**config.mk**
```make
export PLATFORM = sky130hd
export DESIGN_NAME = lcf_cluster
export DESIGN_NICKNAME = d
export VERILOG_FILES = /design/src/hw/lcf_pkg.sv /design/src/hw/lcf_cluster.sv /design/src/hw/lcf_ctrl_gen.sv /design/src/hw/lcf_cell.sv
export SDC_FILE = /design/constraint.sdc
export NUM_CORES = 2
export LEC_CHECK = 0
export CAP_MARGIN = 10
export CELL_PAD_IN_SITES_DETAIL_PLACEMENT = 0
export CELL_PAD_IN_SITES_GLOBAL_PLACEMENT = 1
export CORE_MARGIN = 8
export CORE_UTILIZATION = 54
export DETAILED_ROUTE_END_ITERATION = 16
export DONT_BUFFER_PORTS = 1
export PLACE_DENSITY = 0.85
export RECOVER_POWER = 25
export SLEW_MARGIN = 10
export SYNTH_ARGS = -nofsm -noshare
export SYNTH_HDL_FRONTEND = slang
export SYNTH_SLANG_ARGS = --single-unit
```
**constraint.sdc**
```tcl
create_clock -name clk -period 9.6 [get_ports clk]
set_input_delay 0.96 -clock clk [delete_from_list [all_inputs] [get_ports clk]]
set_output_delay 0.96 -clock clk [all_outputs]
set_load 0.005 [all_outputs]
```
**src/hw/lcf_pkg.sv**
```systemverilog
package lcf_pkg;
	localparam int LCF_CELLS = 10;
	localparam int LCF_CTRLS = 10;
	localparam int LCF_ROWCLKS = 8;
	localparam int LCF_LOCAL_CTRL = 8;
	localparam int LCF_SEL_W = 4;
	localparam int LCF_BUS_W = 30;
	localparam int LCF_ISEL_W = 5;
	localparam logic [4:0] LCF_ISEL_EXT = 5'h1F;
	// control line indices
	localparam int LCF_C_CLK1 = 0;
	localparam int LCF_C_CLK2 = 1;
	localparam int LCF_C_ENA1 = 2;
	localparam int LCF_C_ENA2 = 3;
	localparam int LCF_C_ACLR1 = 4;
	localparam int LCF_C_ACLR2 = 5;
	localparam int LCF_C_SCLR = 6;
	localparam int LCF_C_ALOAD = 7;
	localparam int LCF_C_SLOAD = 8;
	localparam int LCF_C_ADDSUB = 9;
	// cell configuration fields
	localparam int LCF_CF_FF = 0;
	localparam int LCF_CF_CLK = 2;
	localparam int LCF_CF_ACLR = 3;
	localparam int LCF_CF_ARITH = 4;
	localparam int LCF_CF_LCHAIN = 5;
	localparam int LCF_CF_FBACK = 6;
	localparam int LCF_CF_RCHAIN = 7;
	localparam int LCF_CF_OSEL = 8;
	localparam int LCF_CFG_W = 11;
	// register map, byte addresses
	localparam logic [11:0] LCF_A_CTRL = 12'h000;
	localparam logic [11:0] LCF_A_SRC_LO = 12'h004;
	localparam logic [11:0] LCF_A_SRC_HI = 12'h008;
	localparam logic [11:0] LCF_A_STAT_Q = 12'h00C;
	localparam logic [11:0] LCF_A_STAT_LUT = 12'h010;
	localparam logic [11:0] LCF_A_STAT_CARRY = 12'h014;
	localparam logic [11:0] LCF_A_CELL0 = 12'h040;
	localparam logic [11:0] LCF_A_CELL_END = 12'h0E0;
	localparam logic [7:0] LCF_CELL_BASE_IDX = 8'h04;
	localparam logic [1:0] LCF_CO_LUT = 2'h0;
	localparam logic [1:0] LCF_CO_CFG = 2'h1;
	localparam logic [1:0] LCF_CO_ISEL = 2'h2;
	// reset values
	localparam logic [15:0] LCF_RST_LUT = 16'h0000;
	localparam logic [10:0] LCF_RST_CFG = 11'h000;
	localparam logic [19:0] LCF_RST_ISEL = 20'hFFFFF;
	localparam logic [39:0] LCF_RST_SRC = 40'h0000000000;
	localparam logic [1:0] LCF_RESP_OKAY = 2'h0;
	localparam logic [1:0] LCF_RESP_SLVERR = 2'h2;
	typedef enum logic [1:0] {
		LCF_FF_D = 2'b00,
		LCF_FF_T = 2'b01,
		LCF_FF_JK = 2'b10,
		LCF_FF_SR = 2'b11
	} lcf_ff_type;
endpackage

```
**src/hw/lcf_cluster.sv**
```systemverilog
// Implementation choices: the AXI4-Lite register port and the register addresses.
`timescale 1ns/1ns
`default_nettype none
module lcf_cluster import lcf_pkg::*; (
	input wire logic clk,
	input wire logic rst,
	input wire logic [LCF_ROWCLKS-1:0] row_clock,
	input wire logic [LCF_LOCAL_CTRL-1:0] local_ctrl,
	input wire logic device_wide_clear_n,
	input wire logic [LCF_CELLS*4-1:0] cell_data,
	input wire logic [LCF_CELLS-1:0] direct_left_in,
	input wire logic [LCF_CELLS-1:0] direct_right_in,
	input wire logic lut_chain_in,
	input wire logic reg_chain_in,
	input wire logic carry_in,
	output logic [LCF_CELLS*2-1:0] row_out,
	output logic [LCF_CELLS-1:0] local_out,
	output logic lut_chain_out,
	output logic reg_chain_out,
	output logic carry_out,
	input wire logic [11:0] s_axi_awaddr,
	input wire logic s_axi_awvalid,
	output logic s_axi_awready,
	input wire logic [31:0] s_axi_wdata,
	input wire logic [3:0] s_axi_wstrb,
	input wire logic s_axi_wvalid,
	output logic s_axi_wready,
	output logic [1:0] s_axi_bresp,
	output logic s_axi_bvalid,
	input wire logic s_axi_bready,
	input wire logic [11:0] s_axi_araddr,
	input wire logic s_axi_arvalid,
	output logic s_axi_arready,
	output logic [31:0] s_axi_rdata,
	output logic [1:0] s_axi_rresp,
	output logic s_axi_rvalid,
	input wire logic s_axi_rready
);
	// configuration store
	logic [15:0] lut_mask [LCF_CELLS];
	logic [LCF_CFG_W-1:0] cell_cfg [LCF_CELLS];
	logic [19:0] in_sel [LCF_CELLS];
	logic [LCF_CTRLS*LCF_SEL_W-1:0] src_sel;
	logic dual_edge;

	// bus state
	logic [11:0] aw_addr;
	logic [31:0] w_data;
	logic [3:0] w_strb;
	logic wr_go;
	logic [32:0] wr_dec;
	logic [32:0] rd_dec;
	logic [31:0] wr_word;

	// fabric state
	logic dev_clr_meta;
	logic dev_clr_n_sync;
	logic [LCF_CTRLS-1:0] ctrl_line;
	logic [1:0] clk_prev;
	logic [1:0] tick;
	logic [LCF_BUS_W-1:0] local_bus;
	logic [LCF_CELLS*4-1:0] cell_din;
	logic [LCF_CELLS-1:0] cell_lut;
	logic [LCF_CELLS-1:0] cell_q;
	logic [LCF_CELLS-1:0] cell_cout;
	logic [LCF_CELLS:0] cell_cin;
	logic [LCF_CELLS-1:0] cell_tick;
	logic [LCF_CELLS-1:0] cell_aclr;
	logic [LCF_CELLS*3-1:0] cell_gen;

	// decode one address: bit 32 flags a mapped word, low bits the contents
	function automatic logic [32:0] lcf_decode(input logic [11:0] addr);
		logic [3:0] idx;
		logic [32:0] res;
		idx = 4'(addr[11:4] - LCF_CELL_BASE_IDX);
		res = {1'b1, 32'h0000_0000};
		if (addr == LCF_A_CTRL) begin
			res[0] = dual_edge;
		end else if (addr == LCF_A_SRC_LO) begin
			res[31:0] = src_sel[31:0];
		end else if (addr == LCF_A_SRC_HI) begin
			res[7:0] = src_sel[39:32];
		end else if (addr == LCF_A_STAT_Q) begin
			res[LCF_CELLS-1:0] = cell_q;
		end else if (addr == LCF_A_STAT_LUT) begin
			res[LCF_CELLS-1:0] = cell_lut;
		end else if (addr == LCF_A_STAT_CARRY) begin
			res[0] = cell_cout[LCF_CELLS-1];
		end else if (addr >= LCF_A_CELL0 && addr < LCF_A_CELL_END && addr[1:0] == 2'h0) begin
			if (addr[3:2] == LCF_CO_LUT) begin
				res[15:0] = lut_mask[idx];
			end else if (addr[3:2] == LCF_CO_CFG) begin
				res[LCF_CFG_W-1:0] = cell_cfg[idx];
			end else if (addr[3:2] == LCF_CO_ISEL) begin
				res[19:0] = in_sel[idx];
			end else begin
				res[32] = 1'b0;
			end
		end else begin
			res[32] = 1'b0;
		end
		return res;
	endfunction

	// a process, not an assign, so a stored word changing under a fixed address is seen
	always_comb begin
		wr_dec = lcf_decode(aw_addr);
		rd_dec = lcf_decode(s_axi_araddr);
	end
	assign wr_go = !s_axi_awready && !s_axi_wready && !s_axi_bvalid;

	// byte lanes merge the new data over the current word
	always_comb begin
		wr_word = wr_dec[31:0];
		for (int b = 0; b < 4; b++) begin
			if (w_strb[b]) begin
				wr_word[b*8 +: 8] = w_data[b*8 +: 8];
			end
		end
	end

	// write channels: address and data taken in either order, then one response
	always_ff @(posedge clk) begin
		if (rst) begin
			s_axi_awready <= 1'b1;
			s_axi_wready <= 1'b1;
			s_axi_bvalid <= 1'b0;
			s_axi_bresp <= LCF_RESP_OKAY;
			aw_addr <= '0;
			w_data <= '0;
			w_strb <= '0;
		end else begin
			if (s_axi_awvalid && s_axi_awready) begin
				aw_addr <= s_axi_awaddr;
				s_axi_awready <= 1'b0;
			end
			if (s_axi_wvalid && s_axi_wready) begin
				w_data <= s_axi_wdata;
				w_strb <= s_axi_wstrb;
				s_axi_wready <= 1'b0;
			end
			if (wr_go) begin
				s_axi_bvalid <= 1'b1;
				s_axi_bresp <= wr_dec[32] ? LCF_RESP_OKAY : LCF_RESP_SLVERR;
			end else if (s_axi_bvalid && s_axi_bready) begin
				s_axi_bvalid <= 1'b0;
				s_axi_awready <= 1'b1;
				s_axi_wready <= 1'b1;
			end
		end
	end

	// read channel: data captured at the address handshake
	always_ff @(posedge clk) begin
		if (rst) begin
			s_axi_arready <= 1'b1;
			s_axi_rvalid <= 1'b0;
			s_axi_rdata <= '0;
			s_axi_rresp <= LCF_RESP_OKAY;
		end else if (s_axi_arvalid && s_axi_arready) begin
			s_axi_arready <= 1'b0;
			s_axi_rvalid <= 1'b1;
			s_axi_rdata <= rd_dec[31:0];
			s_axi_rresp <= rd_dec[32] ? LCF_RESP_OKAY : LCF_RESP_SLVERR;
		end else if (s_axi_rvalid && s_axi_rready) begin
			s_axi_rvalid <= 1'b0;
			s_axi_arready <= 1'b1;
		end
	end

	// configuration writes; status words ignore writes
	always_ff @(posedge clk) begin
		if (rst) begin
			dual_edge <= 1'b0;
			src_sel <= LCF_RST_SRC;
			for (int i = 0; i < LCF_CELLS; i++) begin
				lut_mask[i] <= LCF_RST_LUT;
				cell_cfg[i] <= LCF_RST_CFG;
				in_sel[i] <= LCF_RST_ISEL;
			end
		end else if (wr_go && wr_dec[32]) begin
			if (aw_addr == LCF_A_CTRL) begin
				dual_edge <= wr_word[0];
			end else if (aw_addr == LCF_A_SRC_LO) begin
				src_sel[31:0] <= wr_word;
			end else if (aw_addr == LCF_A_SRC_HI) begin
				src_sel[39:32] <= wr_word[7:0];
			end else if (aw_addr >= LCF_A_CELL0) begin
				if (aw_addr[3:2] == LCF_CO_LUT) begin
					lut_mask[4'(aw_addr[11:4] - LCF_CELL_BASE_IDX)] <= wr_word[15:0];
				end else if (aw_addr[3:2] == LCF_CO_CFG) begin
					cell_cfg[4'(aw_addr[11:4] - LCF_CELL_BASE_IDX)] <= wr_word[LCF_CFG_W-1:0];
				end else begin
					in_sel[4'(aw_addr[11:4] - LCF_CELL_BASE_IDX)] <= wr_word[19:0];
				end
			end
		end
	end

	// device clear comes from a pin; synchronised, released high
	always_ff @(posedge clk) begin
		if (rst) begin
			dev_clr_meta <= 1'b1;
			dev_clr_n_sync <= 1'b1;
		end else begin
			dev_clr_meta <= device_wide_clear_n;
			dev_clr_n_sync <= dev_clr_meta;
		end
	end

	lcf_ctrl_gen u_ctrl (
		.clk(clk),
		.rst(rst),
		.row_clock(row_clock),
		.local_ctrl(local_ctrl),
		.src_sel(src_sel),
		.dual_edge(dual_edge),
		.ctrl_line(ctrl_line)
	);

	// cluster clock edges; the enable of the same pair gates each one
	always_ff @(posedge clk) begin
		if (rst) begin
			clk_prev <= 2'b00;
		end else begin
			clk_prev <= {ctrl_line[LCF_C_CLK2], ctrl_line[LCF_C_CLK1]};
		end
	end

	assign tick[0] = ctrl_line[LCF_C_CLK1] & ~clk_prev[0] & ctrl_line[LCF_C_ENA1];
	assign tick[1] = ctrl_line[LCF_C_CLK2] & ~clk_prev[1] & ctrl_line[LCF_C_ENA2];

	// shared routing pool: own local outputs plus both direct links
	assign local_bus = {direct_right_in, direct_left_in, local_out};
	// subtraction forces the first carry-in; the adder LSB must sit in cell 0
	assign cell_cin[0] = ctrl_line[LCF_C_ADDSUB] | carry_in;

	// ten cells joined by table, register and carry chains
	for (genvar i = 0; i < LCF_CELLS; i++) begin : g_cell
		logic [3:0] din;

		// each data input picks an external line or a local pool line
		always_comb begin
			din = 4'h0;
			for (int k = 0; k < 4; k++) begin
				if (in_sel[i][k*LCF_ISEL_W +: LCF_ISEL_W] == LCF_ISEL_EXT) begin
					din[k] = cell_data[i*4+k];
				end else if (in_sel[i][k*LCF_ISEL_W +: LCF_ISEL_W] < 5'(LCF_BUS_W)) begin
					din[k] = local_bus[in_sel[i][k*LCF_ISEL_W +: LCF_ISEL_W]];
				end
			end
		end

		assign cell_din[i*4 +: 4] = din;
		assign cell_tick[i] = tick[cell_cfg[i][LCF_CF_CLK]];
		assign cell_aclr[i] = cell_cfg[i][LCF_CF_ACLR] ? ctrl_line[LCF_C_ACLR2]
			: ctrl_line[LCF_C_ACLR1];

		lcf_cell u_cell (
			.clk(clk),
			.rst(rst),
			.lut_mask(lut_mask[i]),
			.cfg(cell_cfg[i]),
			.din(din),
			.lut_chain_in(i == 0 ? lut_chain_in : cell_lut[(i+LCF_CELLS-1)%LCF_CELLS]),
			.reg_chain_in(i == 0 ? reg_chain_in : cell_q[(i+LCF_CELLS-1)%LCF_CELLS]),
			.cin(cell_cin[i]),
			.b_inv(ctrl_line[LCF_C_ADDSUB]),
			.tick(cell_tick[i]),
			.aclr(cell_aclr[i]),
			.aload(ctrl_line[LCF_C_ALOAD]),
			.sclr(ctrl_line[LCF_C_SCLR]),
			.sload(ctrl_line[LCF_C_SLOAD]),
			.dev_clr_n(dev_clr_n_sync),
			.lut_out(cell_lut[i]),
			.q(cell_q[i]),
			.cout(cell_cout[i]),
			.gen_out(cell_gen[i*3 +: 3])
		);

		assign cell_cin[i+1] = cell_cout[i];
	end

	// registered cell outputs: two to routing, one to the local pool
	always_ff @(posedge clk) begin
		if (rst) begin
			row_out <= '0;
			local_out <= '0;
			lut_chain_out <= 1'b0;
			reg_chain_out <= 1'b0;
			carry_out <= 1'b0;
		end else begin
			for (int i = 0; i < LCF_CELLS; i++) begin
				row_out[i*2 +: 2] <= cell_gen[i*3 +: 2];
				local_out[i] <= cell_gen[i*3+2];
			end
			lut_chain_out <= cell_lut[LCF_CELLS-1];
			reg_chain_out <= cell_q[LCF_CELLS-1];
			carry_out <= cell_cout[LCF_CELLS-1];
		end
	end
endmodule // lcf_cluster
`default_nettype wire

```
**src/hw/lcf_ctrl_gen.sv**
```systemverilog
`timescale 1ns/1ns
`default_nettype none
module lcf_ctrl_gen import lcf_pkg::*; (
	input wire logic clk,
	input wire logic rst,
	input wire logic [LCF_ROWCLKS-1:0] row_clock,
	input wire logic [LCF_LOCAL_CTRL-1:0] local_ctrl,
	input wire logic [LCF_CTRLS*LCF_SEL_W-1:0] src_sel,
	input wire logic dual_edge,
	output logic [LCF_CTRLS-1:0] ctrl_line
);
	logic [LCF_ROWCLKS-1:0] row_meta;
	logic [LCF_ROWCLKS-1:0] row_sync;
	logic [15:0] pool;

	// row clocks arrive from pins; two flops before anything looks at them
	always_ff @(posedge clk) begin
		if (rst) begin
			row_meta <= '0;
			row_sync <= '0;
		end else begin
			row_meta <= row_clock;
			row_sync <= row_meta;
		end
	end

	assign pool = {local_ctrl, row_sync};

	// one selector per control line, so no more than ten exist
	for (genvar g = 0; g < LCF_CTRLS; g++) begin : g_sel
		if (g == LCF_C_CLK2) begin : g_two
			// both edges wanted: clock two becomes clock one inverted
			assign ctrl_line[g] = dual_edge ? ~pool[src_sel[LCF_C_CLK1*LCF_SEL_W +: LCF_SEL_W]]
				: pool[src_sel[g*LCF_SEL_W +: LCF_SEL_W]];
		end else begin : g_one
			assign ctrl_line[g] = pool[src_sel[g*LCF_SEL_W +: LCF_SEL_W]];
		end
	end
endmodule // lcf_ctrl_gen
`default_nettype wire

```
**src/hw/lcf_cell.sv**
```systemverilog
`timescale 1ns/1ns
`default_nettype none
module lcf_cell import lcf_pkg::*; (
	input wire logic clk,
	input wire logic rst,
	input wire logic [15:0] lut_mask,
	input wire logic [LCF_CFG_W-1:0] cfg,
	input wire logic [3:0] din,
	input wire logic lut_chain_in,
	input wire logic reg_chain_in,
	input wire logic cin,
	input wire logic b_inv,
	input wire logic tick,
	input wire logic aclr,
	input wire logic aload,
	input wire logic sclr,
	input wire logic sload,
	input wire logic dev_clr_n,
	output logic lut_out,
	output logic q,
	output logic cout,
	output logic [2:0] gen_out
);
	logic [3:0] lut_idx;
	logic b_bit;
	logic sum;
	logic d_src;

	// table inputs: chain replaces input three, own register replaces input four
	assign lut_idx = {cfg[LCF_CF_FBACK] ? q : din[3],
		cfg[LCF_CF_LCHAIN] ? lut_chain_in : din[2], din[1], din[0]};
	assign b_bit = din[1] ^ b_inv;
	assign sum = din[0] ^ b_bit ^ cin;
	assign cout = (din[0] & b_bit) | (cin & (din[0] ^ b_bit));
	assign lut_out = cfg[LCF_CF_ARITH] ? sum : lut_mask[lut_idx];
	assign d_src = cfg[LCF_CF_RCHAIN] ? reg_chain_in : lut_out;

	// each output picks table or register on its own
	for (genvar k = 0; k < 3; k++) begin : g_out
		assign gen_out[k] = cfg[LCF_CF_OSEL+k] ? q : lut_out;
	end

	// clear classes in priority order; clear, load and device clear act without its tick, the rest only on its tick
	always_ff @(posedge clk) begin
		if (rst || !dev_clr_n) begin
			q <= 1'b0;
		end else if (aclr) begin
			q <= 1'b0;
		end else if (aload) begin
			q <= din[3];
		end else if (tick) begin
			if (sclr) begin
				q <= 1'b0;
			end else if (sload) begin
				q <= din[3];
			end else begin
				case (lcf_ff_type'(cfg[LCF_CF_FF +: 2]))
					LCF_FF_D: q <= d_src;
					LCF_FF_T: q <= q ^ d_src;
					LCF_FF_JK: q <= (d_src & ~q) | (~din[1] & q);
					default: q <= d_src | (q & ~din[1]);
				endcase
			end
		end
	end
endmodule // lcf_cell
`default_nettype wire

```
==> impl_metrics.yaml <==
global_routing:
  grt_pass1_vias: 44800
  use_met2: 0.552
  grt_pass1_wl_um: 345000
  grt_start_max_net_pins: 216
  antenna_found_initial: 32
  grt_use_total: 0.395
  gr-total-overflow: 0
  grt_use_met1: 0.493
  grtUsageMet3: 0.175
  grt_most_used_layer: "met2"
route:
  postRouteAntennaNets: 0
  dr.pass1.iters: 9
  drt_iter0_markers: 9234
  num_vias: 46900
  routed_wl_um: 249000
  vias_per_cell: 7.89
  routedWlPerCell_um: 41.8
  drc: 0
cts:
  tritoncts: "built"
  cts_root_buf: "clkbuf_16"
  cts_hold_buf: 0
  cts_resized: 0
  clockBufferDepth: 3
  numCtsBuffers: 100
  post_cts_buffers: 0
  insertion_delay_ns: 0.74
  clock-sinks: 943
  cts_htree_levels: 3
  clkSlewWorstSetupHoldPaths_ns: 0.06
placed_design:
  post-place-ws_ns: 0.573
  dp_cells: 5744
  port_buffers: 0
  dpl_cell_area_mm2: 0.0620
  hpwl_um: 172000
  place_congestion: 1.04
outcome:
  violations: "capacitance limit, slew limit"
  outcome: "finished with violations"
synthesis:
  synthFlopType: "edfxtp_1"
  yosysWarnings: 0
  synth_edf_count: 752
  ys_seq_elements: 943
  netlist_area_mm2: 0.0608
  synth.distinct_cells: 81
  yosys.area.top_type: "edfxtp_1"
  synth_cells: 4624
  ys_async_sr_fraction: 0
  netlist_top_cells_area: "edfxtp_1, mux4_2, dfxtp_1"
  avgSynthCellArea_um2: 13.1
  yosysSeqAreaShare: 0.434
  synth.top_cell.area_share: 0.372
sta:
  max_freq_mhz: 106
  setup_viol: 0
  final_hold_viol_count: 0
  finalClockSkew_ns: 0.0661
  min_period_ns: 9.41
  worst_slack_ns: 0.189
  fin_crit_sh: 0.980
  hold_ws_ns: 0.340
  slew_headroom: -0.995
  finalSetupTns_ns: 0
  tightest_slew_ns: 2.97
  slew_violations: 285
  rsz0062_at_grt: "false"
hold_path:
  hold_path_class: "input pin to flip-flop"
  hold-path-endpoint: "s_axi_rdata[5]"
  hold_start: "rst"
  hold_depth: 1
critical_path:
  path_common_cell: "fa_1"
  rrSetupSlack_ns: 0.19
  required_ns: 10.04
  startpoint_type: "flip-flop"
  cp_slowest_stage_delay_ns: 1.01
  path_max_fanout: 13
  cp_slowest_cell: "dfxtp_1"
  crit_type: "flip-flop to flip-flop"
  r2r-start: "local_out[3]"
  cp-end-kind: "flip-flop"
  reg2reg_to: "lut_mask[15][6]"
  ff2ff_path_depth: 29
  arrival_ns: 9.85
power_and_ir_drop:
  p_clk_frac: 0.405
  p_int_mw: 7.45
  p_total_mw: 10.3
  power_frac_seq: 0.448
  irDropWorstVdd_mv: 0.153
  switching_share: 0.274
  p_comb_frac: 0.147
  p_per_area_mw_per_mm2: 157
  leakage_nw: 21.3
  switchingPower_mw: 2.81
final_layout:
  instances_no_fill: 5952
  syn2layout_area_growth_pct: 7.63
  fillers: 8749
  final_util: 0.584
  design_area_mm2: 0.0654
  nets: 4520
  drive_above_1_share: 0.286
floorplan:
  die_h_um: 351
  core_area_mm2: 0.112
  die_x_um: 351
  die-area_mm2: 0.124
  initial_core_util: 0.542
  rows: 123
  io_pins: 221
run:
  cap_viol_max_count: 10
sequential cells by signal (all words and copies together), names as in the netlist, 2 cells and up:
signal / count
lut_mask: 256
local_out: 10
u_ctrl.row_meta: 8
clk_prev: 2
g_cell.u_cell.q: 10
src_sel: 40
in_sel: 320
w_strb: 4
s_axi_rdata: 32
aw_addr: 12
u_ctrl.row_sync: 8
w_data: 32
row_out: 20
cell_cfg: 176
how the worst max path moves through the flow:
stage                  startpoint                  to  slack [ns]  depth (start not counted)
detailed placement  local_ctrl[7]     lut_mask[14][6]        0.57                         27
finish               local_out[3]     lut_mask[15][6]        0.19                         29
global route         local_out[1]     lut_mask[15][6]        0.09                         29
floorplan           local_ctrl[7]  g_cell[9].u_cell.q        0.88                         34
global placement    local_ctrl[7]  g_cell[9].u_cell.q        0.51                         33
CTS                   src_sel[36]     lut_mask[15][6]        0.76                         27
synth_stat cells, types with 8 or more instances:
cell type  number
a222oi_1       14
o21a_1         10
a22o_1         20
inv_1         123
a22oi_1        54
nand3b_1        9
nand4_1        14
mux4_2        844
clkbuf_1      431
a211o_1         8
a21oi_1       167
nor4_2         16
ha_1           17
dfxtp_1       191
buf_1          64
buf_2          22
a221oi_1       16
nand2_1       457
o21ai_1        12
nor4_1         12
a211oi_1       58
inv_2          11
a2111oi_0      16
and2_1         32
nor3_1         30
or2_2          17
mux2_2         50
a31oi_1         9
nor2b_1        66
o22ai_1        25
nor2_1        484
nand3_1        58
edfxtp_1      752
o211ai_1       26
o221ai_1       11
nand2b_1       58
mux2i_1       184
o21ai_0        94
and3_1         14
fa_1           10
critical path: cells and delay by family (launching register included):
family | cells | cell delay [ns]
compound gates | 12 | 3.63
simple gates | 5 | 1.53
fa+ha+maj | 4 | 1.49
flops | 1 | 1.01
buf+inv | 5 | 0.70
mux | 2 | 0.52
xor+xnor | 1 | 0.19
power groups by stage:
stage	Sequential [mW]	Combinational, mW	Clock (mW)
after detailed placement	4.68	1.41	0
final	4.60	1.51	4.15
after CTS	4.59	1.41	4.13
after floorplan	4.59	0.976	0
after global placement	4.67	1.40	0
after global routing	4.60	1.51	4.29
layout make-up:
class / instances / area, um2 / area share
inverter: 135 / 507 / 0.00775
sequential: 943 / 26400 / 0.404
clock buffer: 129 / 2840 / 0.0433
timing repair buffer: 141 / 1020 / 0.0156
tap: 1500 / 1880 / 0.0287
antenna: 21 / 52.6 / 0.000803
multi-input combinational: 3025 / 32000 / 0.490
clock inverter: 58 / 671 / 0.0103
cells by family (layout without fill, tap and decap cells):
kind of cell | after synthesis | count (layout) | share of synthesized area
muxes | 1081 | 1081 | 0.353
buffers and inverters | 657 | 463 | 0.0413
other | 1 | 23 | 0.0000617
and+or+nand+nor | 1300 | 1300 | 0.0960
AOI/OAI and AO/OA | 605 | 605 | 0.0671
DFF | 943 | 943 | 0.434
xor gates and xnor gates | 10 | 10 | 0.00144
adders and majority gates | 27 | 27 | 0.00679
per-layer routing:
metal	vias to the layer above	routed length [um]
li1	17700	-
met1	23500	78800
met2	4732	103000
met3	1001	44900
met4	12	21700
met5	-	130
placed cells by master, fill, tap and decap left out, types with 94 or more instances in the layout:
| cell | count |
|---|---|
| mux2i_1 | 176 |
| nand2_1 | 457 |
| dfxtp_1 | 183 |
| clkbuf_16 | 107 |
| nor2_1 | 470 |
| a21oi_1 | 167 |
| o21ai_0 | 94 |
| mux4_2 | 844 |
| edfxtp_1 | 752 |
| buf_4 | 122 |
| inv_1 | 123 |
Power figures use the tool's default switching activity.
